File: config.mk
export PLATFORM = sky130hd
export DESIGN_NAME = uart_tx_queue
export DESIGN_NICKNAME = d
export VERILOG_FILES = /design/src/hdl/uart_txq_pkg.sv /design/src/hdl/uart_char_tx.sv /design/src/hdl/uart_tx_queue.sv
export SDC_FILE = /design/constraint.sdc
export NUM_CORES = 1
export LEC_CHECK = 0
export BUFFER_PORTS_ARGS = -buffer_cell sky130_fd_sc_hd__buf_4
export CORE_ASPECT_RATIO = 1.25
export CORE_UTILIZATION = 55
export CTS_BUF_LIST = sky130_fd_sc_hd__clkbuf_4 sky130_fd_sc_hd__clkbuf_8
export DETAILED_ROUTE_END_ITERATION = 7
export GPL_ROUTABILITY_DRIVEN = 0
export PLACE_DENSITY = 0.72
export SYNTH_ARGS = -nofsm -noshare
export SYNTH_HDL_FRONTEND = slang
export SYNTH_SLANG_ARGS = --single-unit
File: constraint.sdc
create_clock -name I_CLK -period 4.8 [get_ports I_CLK]
set_input_delay 0.72 -clock I_CLK [delete_from_list [all_inputs] [get_ports I_CLK]]
set_output_delay 0.72 -clock I_CLK [all_outputs]
set_load 0.02 [all_outputs]
File: src/hdl/uart_txq_pkg.sv
// constants and types shared by the uart transmit queue block
package uart_txq_pkg;

    // clock and line rate
    localparam int CLK_PERIOD_NS = 4;
    localparam int CLK_HZ        = 250_000_000;
    localparam int BAUD_BPS_DEF  = 2_000_000;
    localparam int BAUD_DIV_DEF  = CLK_HZ / BAUD_BPS_DEF;

    // character framing
    localparam int         CHAR_BITS     = 12;
    localparam logic [7:0] PREAMBLE_CHAR = 8'h15;
    localparam logic [7:0] STOP_CHAR     = 8'h54;

    // transmit buffer geometry
    localparam int         NUM_SLOTS  = 4;
    localparam int         SLOT_BYTES = 7;
    localparam logic [2:0] LOC_LEN    = 3'h0;
    localparam logic [2:0] LOC_LAST   = 3'h6;
    localparam logic [1:0] SLOT_FIRST = 2'h0;

    // default contents and length limits
    localparam logic [7:0] LEN_DEFAULT   = 8'h00;
    localparam logic [7:0] FILL_ODD      = 8'hd3;
    localparam logic [7:0] FILL_EVEN     = 8'hc2;
    localparam logic [7:0] LEN_LIMIT     = 8'h3e;
    localparam logic [7:0] LEN_LIMIT_UNL = 8'hff;
    localparam logic [7:0] LAST_STORED   = 8'h06;

    // keep-alive interval coding
    localparam int         KA_MAX_NS     = 10_240_000;
    localparam int         KA_MAX_CYCLES = KA_MAX_NS / CLK_PERIOD_NS;
    localparam logic [3:0] KA_OFF        = 4'h0;
    localparam logic [3:0] KA_ZERO       = 4'h1;
    localparam logic [3:0] KA_TOP        = 4'hf;

    // transmit sequencer states
    typedef enum logic [2:0] {
        ST_IDLE,
        ST_SINGLE,
        ST_PRE,
        ST_DATA,
        ST_STOP,
        ST_DONE
    } tx_state_t;

endpackage

File: src/hdl/uart_char_tx.sv
// one twelve-bit uart character shifter with its own baud divider
`timescale 1ns/1ps
`default_nettype none

module uart_char_tx #(
    parameter int BAUD_DIV = uart_txq_pkg::BAUD_DIV_DEF
) (
    // clock and reset
    input  wire logic       i_clk,
    input  wire logic       i_reset_n,
    input  wire logic       i_clr,
    // character request
    input  wire logic       i_start,
    input  wire logic [7:0] i_char,
    input  wire logic       i_odd,
    // line and status
    output logic            o_txd,
    output logic            o_busy,
    output logic            o_done
);
    import uart_txq_pkg::*;

    localparam logic [15:0] DIV_LAST = 16'(BAUD_DIV - 1);

    logic [15:0] div_cnt;
    logic        baud_en;
    logic [11:0] shift_reg;
    logic [3:0]  bits_left;
    logic        par_bit;

    // parity even by default, odd when i_odd is set
    assign par_bit = i_odd ? ~(^i_char) : (^i_char);
    assign baud_en = o_busy && (div_cnt == DIV_LAST);

    // bit-time divider, runs only while a character is out
    always_ff @(posedge i_clk or negedge i_reset_n) begin
        if (!i_reset_n) begin
            div_cnt <= 16'h0000;
        end else if (i_clr || !o_busy || baud_en) begin
            div_cnt <= 16'h0000;
        end else begin
            div_cnt <= div_cnt + 16'h0001;
        end
    end

    // start, data lsb first, parity, two stops
    always_ff @(posedge i_clk or negedge i_reset_n) begin
        if (!i_reset_n) begin
            shift_reg <= 12'hfff;
            bits_left <= 4'h0;
            o_txd     <= 1'b1;
            o_busy    <= 1'b0;
            o_done    <= 1'b0;
        end else if (i_clr) begin
            shift_reg <= 12'hfff;
            bits_left <= 4'h0;
            o_txd     <= 1'b1;
            o_busy    <= 1'b0;
            o_done    <= 1'b0;
        end else begin
            o_done <= 1'b0;
            if (i_start && !o_busy) begin
                shift_reg <= {2'b11, par_bit, i_char, 1'b0};
                bits_left <= 4'(CHAR_BITS);
                o_txd     <= 1'b0;
                o_busy    <= 1'b1;
            end else if (baud_en) begin
                shift_reg <= {1'b1, shift_reg[11:1]};
                bits_left <= bits_left - 4'h1;
                o_txd     <= shift_reg[1];
                if (bits_left == 4'h1) begin
                    o_txd  <= 1'b1;
                    o_busy <= 1'b0;
                    o_done <= 1'b1;
                end
            end
        end
    end

endmodule

`default_nettype wire

File: src/hdl/uart_tx_queue.sv
// transmit queue, mode arbitration and framing for the uart bridge
`timescale 1ns/1ps
`default_nettype none

module uart_tx_queue #(
    parameter int BAUD_DIV      = uart_txq_pkg::BAUD_DIV_DEF,
    parameter int KA_MAX_CYCLES = uart_txq_pkg::KA_MAX_CYCLES
) (
    // clock and reset
    input  wire logic       I_CLK,
    input  wire logic       I_RESET_N,
    input  wire logic       I_SHUTDOWN,
    // host buffer access
    input  wire logic       I_BUF_WR,
    input  wire logic [2:0] I_BUF_LOC,
    input  wire logic [7:0] I_BUF_WDATA,
    input  wire logic [2:0] I_BUF_RD_LOC,
    input  wire logic       I_CLEAR_CMD,
    input  wire logic       I_ADVANCE_CMD,
    input  wire logic       I_OVF_CLR,
    output logic      [7:0] O_BUF_RDATA,
    // transmit and receive modes
    input  wire logic       I_TX_QUEUE,
    input  wire logic       I_TX_PREAMBLES,
    input  wire logic [3:0] I_KEEP_ALIVE,
    input  wire logic       I_TX_UNLIMITED,
    input  wire logic       I_TX_PAUSE,
    input  wire logic       I_TX_ODD_PARITY,
    input  wire logic       I_TX_NO_STOP,
    input  wire logic       I_TX_NO_PREAMBLE,
    input  wire logic       I_TX_RAW,
    input  wire logic       I_RX_RAW,
    // receive buffer state
    input  wire logic       I_RX_FULL,
    input  wire logic [7:0] I_RX_SPACE,
    // line and status
    output logic            O_TXD,
    output logic            O_TX_BUSY,
    output logic            O_TX_IDLE,
    output logic            O_TX_EMPTY,
    output logic            O_TX_FULL,
    output logic            O_TX_OVERFLOW,
    output logic      [1:0] O_LOAD_SLOT,
    output logic      [1:0] O_TX_SLOT,
    output logic            O_RX_RAW
);
    import uart_txq_pkg::*;

    logic [7:0]  buf_mem [NUM_SLOTS][SLOT_BYTES];
    logic        sd_meta;
    logic        sd_sync;
    logic        buf_clr;
    logic [1:0]  load_slot_pointer;
    logic [1:0]  transmit_slot_pointer;
    logic        ptr_equal;
    logic        ptr_full;
    tx_state_t   st_reg;
    logic        wait_reg;
    logic        nib_reg;
    logic [7:0]  idx_reg;
    logic [7:0]  len_reg;
    logic [7:0]  single_reg;
    logic [31:0] ka_cnt;
    logic [31:0] ka_limit;
    logic        ka_fire;
    logic        can_start;
    logic [7:0]  cur_byte;
    logic [7:0]  char_data;
    logic        issuing;
    logic        char_start;
    logic        char_busy;
    logic        char_done;
    logic [7:0]  len_cap;

    // default contents of one slot location
    function automatic logic [7:0] def_byte(input int loc);
        def_byte = (loc == 0) ? LEN_DEFAULT :
                   (loc % 2 == 1) ? FILL_ODD : FILL_EVEN;
    endfunction

    // nibble to manchester character, info bit first
    function automatic logic [7:0] manch(input logic [3:0] n);
        manch = {~n[3], n[3], ~n[2], n[2], ~n[1], n[1], ~n[0], n[0]};
    endfunction

    // shutdown pin synchroniser
    always_ff @(posedge I_CLK or negedge I_RESET_N) begin
        if (!I_RESET_N) begin
            sd_meta <= 1'b0;
            sd_sync <= 1'b0;
        end else begin
            sd_meta <= I_SHUTDOWN;
            sd_sync <= sd_meta;
        end
    end

    assign buf_clr   = sd_sync || I_CLEAR_CMD;
    assign ptr_equal = (load_slot_pointer == transmit_slot_pointer);
    assign ptr_full  = (load_slot_pointer == transmit_slot_pointer - 2'h1);
    assign len_cap   = I_TX_UNLIMITED ? LEN_LIMIT_UNL : LEN_LIMIT;

    // slot pointers and overflow flag
    always_ff @(posedge I_CLK or negedge I_RESET_N) begin
        if (!I_RESET_N) begin
            load_slot_pointer     <= SLOT_FIRST;
            transmit_slot_pointer <= SLOT_FIRST;
            O_TX_OVERFLOW         <= 1'b0;
        end else if (buf_clr) begin
            load_slot_pointer     <= SLOT_FIRST;
            transmit_slot_pointer <= SLOT_FIRST;
            O_TX_OVERFLOW         <= 1'b0;
        end else begin
            if (I_ADVANCE_CMD && ptr_full) begin
                O_TX_OVERFLOW <= 1'b1;
            end else if (I_OVF_CLR) begin
                O_TX_OVERFLOW <= 1'b0;
            end
            if (I_ADVANCE_CMD && !ptr_full) begin
                load_slot_pointer <= load_slot_pointer + 2'h1;
            end
            if (st_reg == ST_DONE) begin
                transmit_slot_pointer <= transmit_slot_pointer + 2'h1;
            end
        end
    end

    // buffer storage: clear, restore after send, host writes
    always_ff @(posedge I_CLK or negedge I_RESET_N) begin
        if (!I_RESET_N) begin
            for (int s = 0; s < NUM_SLOTS; s++) begin
                for (int b = 0; b < SLOT_BYTES; b++) begin
                    buf_mem[s][b] <= def_byte(b);
                end
            end
        end else if (buf_clr) begin
            for (int s = 0; s < NUM_SLOTS; s++) begin
                for (int b = 0; b < SLOT_BYTES; b++) begin
                    buf_mem[s][b] <= def_byte(b);
                end
            end
        end else begin
            if (st_reg == ST_DONE) begin
                for (int b = 0; b < SLOT_BYTES; b++) begin
                    buf_mem[transmit_slot_pointer][b] <= def_byte(b);
                end
            end
            if (I_BUF_WR && I_BUF_LOC <= LOC_LAST) begin
                if (I_BUF_LOC == LOC_LEN && I_BUF_WDATA > len_cap) begin
                    buf_mem[load_slot_pointer][LOC_LEN] <= len_cap;
                end else begin
                    buf_mem[load_slot_pointer][I_BUF_LOC] <= I_BUF_WDATA;
                end
            end
        end
    end

    // read-back of the load slot, zero past the last location
    always_ff @(posedge I_CLK or negedge I_RESET_N) begin
        if (!I_RESET_N) begin
            O_BUF_RDATA <= 8'h00;
        end else if (I_BUF_RD_LOC <= LOC_LAST) begin
            O_BUF_RDATA <= buf_mem[load_slot_pointer][I_BUF_RD_LOC];
        end else begin
            O_BUF_RDATA <= 8'h00;
        end
    end

    // start conditions and keep-alive timing
    assign can_start = I_TX_QUEUE && !ptr_equal
                       && (I_TX_UNLIMITED || (!I_RX_FULL
                       && I_RX_SPACE >= buf_mem[transmit_slot_pointer][LOC_LEN]));
    assign ka_limit  = KA_MAX_CYCLES >> (KA_TOP - I_KEEP_ALIVE);
    assign ka_fire   = (I_KEEP_ALIVE == KA_ZERO)
                       || (I_KEEP_ALIVE != KA_OFF && ka_cnt + 32'h1 >= ka_limit);

    // idle interval counter, restarts on any line activity
    always_ff @(posedge I_CLK or negedge I_RESET_N) begin
        if (!I_RESET_N) begin
            ka_cnt <= 32'h0;
        end else if (sd_sync || st_reg != ST_IDLE || char_busy
                     || I_KEEP_ALIVE == KA_OFF) begin
            ka_cnt <= 32'h0;
        end else if (!ka_fire) begin
            ka_cnt <= ka_cnt + 32'h1;
        end
    end

    // current message byte: stored data or generated fill
    assign cur_byte = (idx_reg > LAST_STORED)
                      ? (idx_reg[0] ? FILL_ODD : FILL_EVEN)
                      : buf_mem[transmit_slot_pointer][idx_reg[2:0]];

    // character chosen by the sequencer
    always_comb begin
        case (st_reg)
            ST_SINGLE: char_data = single_reg;
            ST_PRE:    char_data = PREAMBLE_CHAR;
            ST_STOP:   char_data = STOP_CHAR;
            ST_DATA: begin
                if (I_TX_RAW) begin
                    char_data = cur_byte;
                end else begin
                    char_data = manch(nib_reg ? cur_byte[7:4] : cur_byte[3:0]);
                end
            end
            default:   char_data = 8'h00;
        endcase
    end

    assign issuing    = (st_reg == ST_SINGLE) || (st_reg == ST_PRE)
                        || (st_reg == ST_DATA) || (st_reg == ST_STOP);
    assign char_start = issuing && !wait_reg && !char_busy
                        && !I_TX_PAUSE && !sd_sync;

    // transmit sequencer
    always_ff @(posedge I_CLK or negedge I_RESET_N) begin
        if (!I_RESET_N) begin
            st_reg     <= ST_IDLE;
            wait_reg   <= 1'b0;
            nib_reg    <= 1'b0;
            idx_reg    <= 8'h00;
            len_reg    <= 8'h00;
            single_reg <= STOP_CHAR;
        end else if (buf_clr) begin
            st_reg   <= ST_IDLE;
            wait_reg <= 1'b0;
            nib_reg  <= 1'b0;
            idx_reg  <= 8'h00;
        end else begin
            if (char_start) begin
                wait_reg <= 1'b1;
            end
            case (st_reg)
                ST_IDLE: begin
                    if (I_TX_PAUSE || char_busy) begin
                        st_reg <= ST_IDLE;
                    end else if (I_TX_PREAMBLES) begin
                        single_reg <= PREAMBLE_CHAR;
                        st_reg     <= ST_SINGLE;
                    end else if (can_start) begin
                        len_reg <= buf_mem[transmit_slot_pointer][LOC_LEN];
                        idx_reg <= 8'h01;
                        nib_reg <= 1'b0;
                        if (!I_TX_NO_PREAMBLE) begin
                            st_reg <= ST_PRE;
                        end else if (buf_mem[transmit_slot_pointer][LOC_LEN]
                                     != LEN_DEFAULT) begin
                            st_reg <= ST_DATA;
                        end else begin
                            st_reg <= I_TX_NO_STOP ? ST_DONE : ST_STOP;
                        end
                    end else if (ka_fire) begin
                        single_reg <= STOP_CHAR;
                        st_reg     <= ST_SINGLE;
                    end
                end
                ST_SINGLE: begin
                    if (wait_reg && char_done) begin
                        wait_reg <= 1'b0;
                        st_reg   <= ST_IDLE;
                    end
                end
                ST_PRE: begin
                    if (wait_reg && char_done) begin
                        wait_reg <= 1'b0;
                        if (len_reg != LEN_DEFAULT) begin
                            st_reg <= ST_DATA;
                        end else begin
                            st_reg <= I_TX_NO_STOP ? ST_DONE : ST_STOP;
                        end
                    end
                end
                ST_DATA: begin
                    if (wait_reg && char_done) begin
                        wait_reg <= 1'b0;
                        if (!I_TX_RAW && !nib_reg) begin
                            nib_reg <= 1'b1;
                        end else if (idx_reg == len_reg) begin
                            nib_reg <= 1'b0;
                            st_reg  <= I_TX_NO_STOP ? ST_DONE : ST_STOP;
                        end else begin
                            nib_reg <= 1'b0;
                            idx_reg <= idx_reg + 8'h01;
                        end
                    end
                end
                ST_STOP: begin
                    if (wait_reg && char_done) begin
                        wait_reg <= 1'b0;
                        st_reg   <= ST_DONE;
                    end
                end
                ST_DONE: begin
                    st_reg <= ST_IDLE;
                end
                default: begin
                    st_reg <= ST_IDLE;
                end
            endcase
        end
    end

    // status outputs; busy and idle frozen while paused unless shut down
    always_ff @(posedge I_CLK or negedge I_RESET_N) begin
        if (!I_RESET_N) begin
            O_TX_BUSY   <= 1'b0;
            O_TX_IDLE   <= 1'b1;
            O_TX_EMPTY  <= 1'b1;
            O_TX_FULL   <= 1'b0;
            O_LOAD_SLOT <= SLOT_FIRST;
            O_TX_SLOT   <= SLOT_FIRST;
            O_RX_RAW    <= 1'b0;
        end else begin
            if (!I_TX_PAUSE || sd_sync) begin
                O_TX_BUSY <= (st_reg != ST_IDLE) || char_busy;
                O_TX_IDLE <= (st_reg == ST_IDLE) && !char_busy;
            end
            O_TX_EMPTY  <= ptr_equal;
            O_TX_FULL   <= ptr_full;
            O_LOAD_SLOT <= load_slot_pointer;
            O_TX_SLOT   <= transmit_slot_pointer;
            O_RX_RAW    <= I_RX_RAW && !sd_sync;
        end
    end

    // character shifter
    uart_char_tx #(
        .BAUD_DIV (BAUD_DIV)
    ) u_char (
        .i_clk     (I_CLK),
        .i_reset_n (I_RESET_N),
        .i_clr     (buf_clr),
        .i_start   (char_start),
        .i_char    (char_data),
        .i_odd     (I_TX_ODD_PARITY),
        .o_txd     (O_TXD),
        .o_busy    (char_busy),
        .o_done    (char_done)
    );
endmodule

`default_nettype wire

* Word level (Yosys, flattened, before mapping)
Cells that the tools add are included. Widths: inputs -> output; s select.
Storage, ports and cells: bits of input ports 43, output and inout port bits 19, register bits 344, logic and storage cells 313
Cells by class: bitwise gates (word level) 33, muxes and demuxes 113, $lt $le $gt $ge 14, shift operators 1, reduce and logical (&&, ||, !) cells 66, eq/ne operators 24, add/subtract/negate cells 8
Operator list (count):
- $mux 224 | 5
- $demux 56 s2 | 9
- $bwmux 224 | 2
- $and 140x140->140 | 3
- $not 140->140 | 3
- $or 140x140->140 | 3
- $mux 56 | 7
- $and 84x84->84 | 3
- $not 84->84 | 3
- $or 84x84->84 | 3
- $and 224x224->224 | 1
- $bmux 56 s2 | 2
- $not 224->224 | 1
- $mux 8 | 20
- $mux 32 | 3
- $bmux 8 s3 | 2
- $mux 48 | 1
- $mux 3 | 14
- $mux 40 | 1
- $mux 12 | 3
- $add 32x1->32 const B | 1
- $ge 32x32->1 | 1
- $mux 16 | 2
- $pmux 8 s4 | 1
- 53 further kinds | 165

* Logic depth before layout (Yosys ltp)
word-level depth 19, depth in mapped cells 19, depth with buffers taken out 17

* By module
A second synthesis with hierarchy kept.
Second synthesis, totals: cell total of the unflattened synthesis 2058, area total of the unflattened synthesis 20566.0 um^2
Modules (own cells, without submodules):
- uart_tx_queue | instances 1, area each 18793.0 um^2, sequential area each 7706.1 um^2, cells an instance 1874
- uart_char_tx | instances 1, area each 1773.0 um^2, sequential area each 813.3 um^2, cells an instance 184

* Worst setup path after synthesis
OpenSTA, ideal clock, no wires.
path kind register to register, from register transmit_slot_pointer[0], to register idx_reg[5], arrival 3.606 ns, period minus slack after synthesis 3.726 ns, setup slack 1.074 ns, stages on the path, launching flop included 18, path buffers 4, path through dfrtp_1 buf_6 buf_4 buf_2 buf_4 mux4_2 inv_1 ha_1 a21o_1 a21o_1 a21o_1 a21oi_1 o21ai_0 a21boi_0 o31ai_1 nand4_1 xor2_1 nor2_1
Between the ends: longest elaborated chain between the ends 10, elaborated cells between the ends (all ways) 13, those cells by class order compare (1); eq/ne (2); mux (3); bitwise (1); reduce/logical (6)
RTL lines:
- start, declared | RTL line uart_tx_queue.sv:54 | logic [1:0] transmit_slot_pointer;
- start signal, assigned | RTL line uart_tx_queue.sv:122 | transmit_slot_pointer <= transmit_slot_pointer + 2'h1;
- $not 2->3 (not written as such) | RTL line uart_tx_queue.sv:171 | && I_RX_SPACE >= buf_mem[transmit_slot_pointer][LOC_LEN]));
- $bmux 56 s2 | RTL line uart_tx_queue.sv:171
- $mux 56 (not written as such) (2 in series) | RTL line uart_tx_queue.sv:171
- $ge 8x8->1 | RTL line uart_tx_queue.sv:171
- $logic_and 1x1->1 | RTL line uart_tx_queue.sv:171
- $logic_or 1x1->1 | RTL line uart_tx_queue.sv:170 | && (I_TX_UNLIMITED || (!I_RX_FULL
- $logic_and 1x1->1 (*) | RTL line uart_tx_queue.sv:170
- $ne 3x2->1 (no source line) (*)
- $reduce_and 7->1 (no source line) (*)
- end signal, assigned | RTL line uart_tx_queue.sv:283 | idx_reg <= idx_reg + 8'h01;
- end, declared | RTL line uart_tx_queue.sv:60 | logic [7:0] idx_reg;
Mark *: on every way between the ends. The rest lies on a longest branch, timed or not. The select of a mux whose other input is x is not followed. A chain may end at the register's enable or synchronous reset.

* Final worst setup path
Ends and elaborated chain as after synthesis.

==> results.sh <==
export IMPL_status="finished clean"
export IMPL_finalSetupTns_ps=0
export IMPL_synth_simple_area_share_pct=18.0
export IMPL_synth_fp_nets=2234
export IMPL_synth_area_leaders="dfrtp_1 27%, dfstp_2 14%, mux4_2 11%"
export IMPL_ir_drop_mv=0.181
export IMPL_maxSlewViolCount=0
export IMPL_synth_edf_count=0
export IMPL_min_path_type="input port to asynchronous set/reset pin"
export IMPL_synth_area_um2=20600
export IMPL_ys_types=71
export IMPL_drt_iter0_drc=2392
export IMPL_path_common_cell="a21o_1"
export IMPL_h_tree_depth=2
export IMPL_rsz0062_at_grt="no"
export IMPL_setup_viol=0
export IMPL_max_freq_mhz=242
export IMPL_dr_total_vias=18500
export IMPL_cp_end_kind="register"
export IMPL_cap_violations=0
export IMPL_yosysSeqAreaShare_pct=41.3
export IMPL_cp_cell_sequence="mux4_2, ha_1, nand2b_1, a21o_1, a21o_1, a21o_1, a21oi_1, o21ai_0, a21boi_0, o31ai_1, nand4_1, xor2_1, nor2_1"
export IMPL_synth_top_area_cell="dfrtp_1"
export IMPL_critPathKind="register to register"
export IMPL_num_rows=79
export IMPL_drc_errors=0
export IMPL_wire_per_inst_um=25.8
export IMPL_skew_ps=43.1
export IMPL_area_delta_synth_final_pct=9.41
export IMPL_critPathRequiredTime_ps=5360
export IMPL_synthesis_instances=2138
export IMPL_hpwl_um=45200
export IMPL_clkTransAtPathRegs_ps=70
export IMPL_yosys_mux_area_fraction_pct=15.1
export IMPL_r2r_start="transmit_slot_pointer[0]"
export IMPL_p_leak_nw=8.72
export IMPL_antenna_found_initial=2
export IMPL_cts_resized_gates=0
export IMPL_power_density_nw_per_um2=277
export IMPL_viasPerCell=6.95
export IMPL_synth_top_family_by_area="simple AND/OR/NAND/NOR gates"
export IMPL_drive_above_1_share_pct=20.9
export IMPL_synth_compound_area_share_pct=15.4
export IMPL_ctsHoldBuffers=0
export IMPL_synth_adder_area_share_pct=3.21
export IMPL_critPathTopFamily="compound AO/OA/AOI/OAI gates"
export IMPL_r2r_cells=13
export IMPL_synth_top_area_share_pct=27.4
export IMPL_synth_flop_cell="dfrtp_1"
export IMPL_dieArea_um2=38300
export IMPL_place_area_um2=21300
export IMPL_synth_most_common_cell="nor2_1"
export IMPL_die_h_um=219
export IMPL_clock_sinks=335
export IMPL_worst_pin_slew_ps=1170
export IMPL_fillers=3141
export IMPL_synth_seq_cells=335
export IMPL_grt_max_degree=118
export IMPL_synth_xor_area_share_pct=2.98
export IMPL_clk_latency_ps=660
export IMPL_reg2reg_slack_ps=670
export IMPL_io_buffers=61
export IMPL_fin_area_um2=22600
export IMPL_core_area_um2=37100
export IMPL_nets=2223
export IMPL_reg2reg_to="idx_reg[5]"
export IMPL_grt_pass1_wl_um=106000
export IMPL_finalWirelength_um=68600
export IMPL_largest_reg_flops=224
export IMPL_firstDrtPassIters=6
export IMPL_num_io_pins=62
export IMPL_slowest_stage="o31ai_1"
export IMPL_overflow=0
export IMPL_post_cts_buffers=0
export IMPL_async_flop_share_pct=100
export IMPL_period_needed_ps=4130
export IMPL_numCtsBuffers=55
export IMPL_ant_nets=0
export IMPL_relSlewSlack_pct=22.1
export IMPL_syn_mean_instance_area_um2=9.66
export IMPL_cts_tree="built"
export IMPL_top_register="buf_mem"
export IMPL_root_buffer="clkbuf_8"
export IMPL_period_share_pct=86.0
export IMPL_crit_fanout=25
export IMPL_synth_warnings=0
export IMPL_clock_path_buffers=3
export IMPL_grt_pass1_vias=17900
export IMPL_grtUsageTotal_pct=36.3
export IMPL_cp_data_arrival_time_ps=4690
export IMPL_synth_commonest_cells="245 x nor2_1, 226 x dfrtp_1, 217 x nand2_1"
export IMPL_start_util_pct=55.7
export IMPL_largestRegisters="buf_mem (224), ka_cnt (32), u_char.div_cnt (16)"
export IMPL_finalHoldViolCount=0
export IMPL_cp_start_kind="register"
export IMPL_cp_num_buf_inv=0
export IMPL_slowest_delay_ps=840
export IMPL_die_w_um=175
where the power goes:
group	internal (W)	leakage, nW	switching (W)	total, W
registers	0.00286	4.27	0.0000285	0.00288
logic	0.000173	3.80	0.000386	0.000559
clock network	0.00157	0.656	0.00123	0.00281
placed cells by master (no fill, tap or decap), types with 17 or more instances in the layout:
cell and instances:
nand4_1 20, clkbuf_8 68, or3_1 21, mux2_2 27
xnor2_1 49, buf_4 85, nand3_1 103, o21ai_0 125
mux4_2 101, a221oi_1 48, dfrtp_1 222, o211ai_1 17
nand2_1 217, dfstp_2 109, ha_1 53, nor2_1 244
inv_1 45, mux2i_1 53, clkbuf_4 24, nor3_1 73
a21oi_1 154, o221ai_1 24, a311oi_1 19, and3_1 36
stage by stage:
step	hold slack, ps	cells	setup slack [ps]	power (W)	utilization [%]
after floorplan	331	2138	1070	0.00323	-
after global placement	344	2556	823	0.00346	57.6
after detailed placement	353	2556	717	0.00347	57.6
after CTS	179	2660	686	0.00625	60.9
after global routing	185	2660	351	0.00643	60.9
final	159	2661	672	0.00625	60.9
logic make-up (layout without fill, tap and decap cells):
group	count (synthesis)	in the layout
AO/OA/AOI/OAI	498	498
XOR/XNOR	67	67
adder cells (fa/ha/maj)	53	53
buffers and inverters	204	240
flip-flops	335	335
multiplexers	181	181
other	0	1
AND/OR/NAND/NOR	800	800
how the worst max path moves through the flow:
stage | start | endpoint | slack, ps | cells after the start
after floorplan | transmit_slot_pointer[0] | idx_reg[5] | 1070 | 17
after global placement | transmit_slot_pointer[0] | idx_reg[6] | 820 | 13
after detailed placement | transmit_slot_pointer[0] | idx_reg[5] | 720 | 13
after CTS | transmit_slot_pointer[0] | idx_reg[5] | 690 | 13
after global routing | transmit_slot_pointer[0] | idx_reg[5] | 350 | 13
final | transmit_slot_pointer[0] | idx_reg[5] | 670 | 13
per-layer routing:
layer / share of wire (%) / up-vias / GRT usage [%]
met4: 7.6 / 0 / 24.6
li1: - / 7866 / -
met5: 0 / - / 0
met1: 36 / 9025 / 46.0
met3: 12 / 330 / 8.91
met2: 45 / 1269 / 55.0
cell type report:
type | count | area, um^2 | area share, %
antenna | 1 | 2.50 | 0.0111
clock buffer | 92 | 1120 | 4.94
clock inverter | 12 | 121 | 0.537
inverter | 45 | 169 | 0.748
multi-input combinational | 1599 | 11300 | 50.0
sequential | 335 | 8530 | 37.8
tap | 486 | 608 | 2.69
timing repair buffer | 91 | 753 | 3.33
Note: power is estimated with default switching activity, not from simulation.
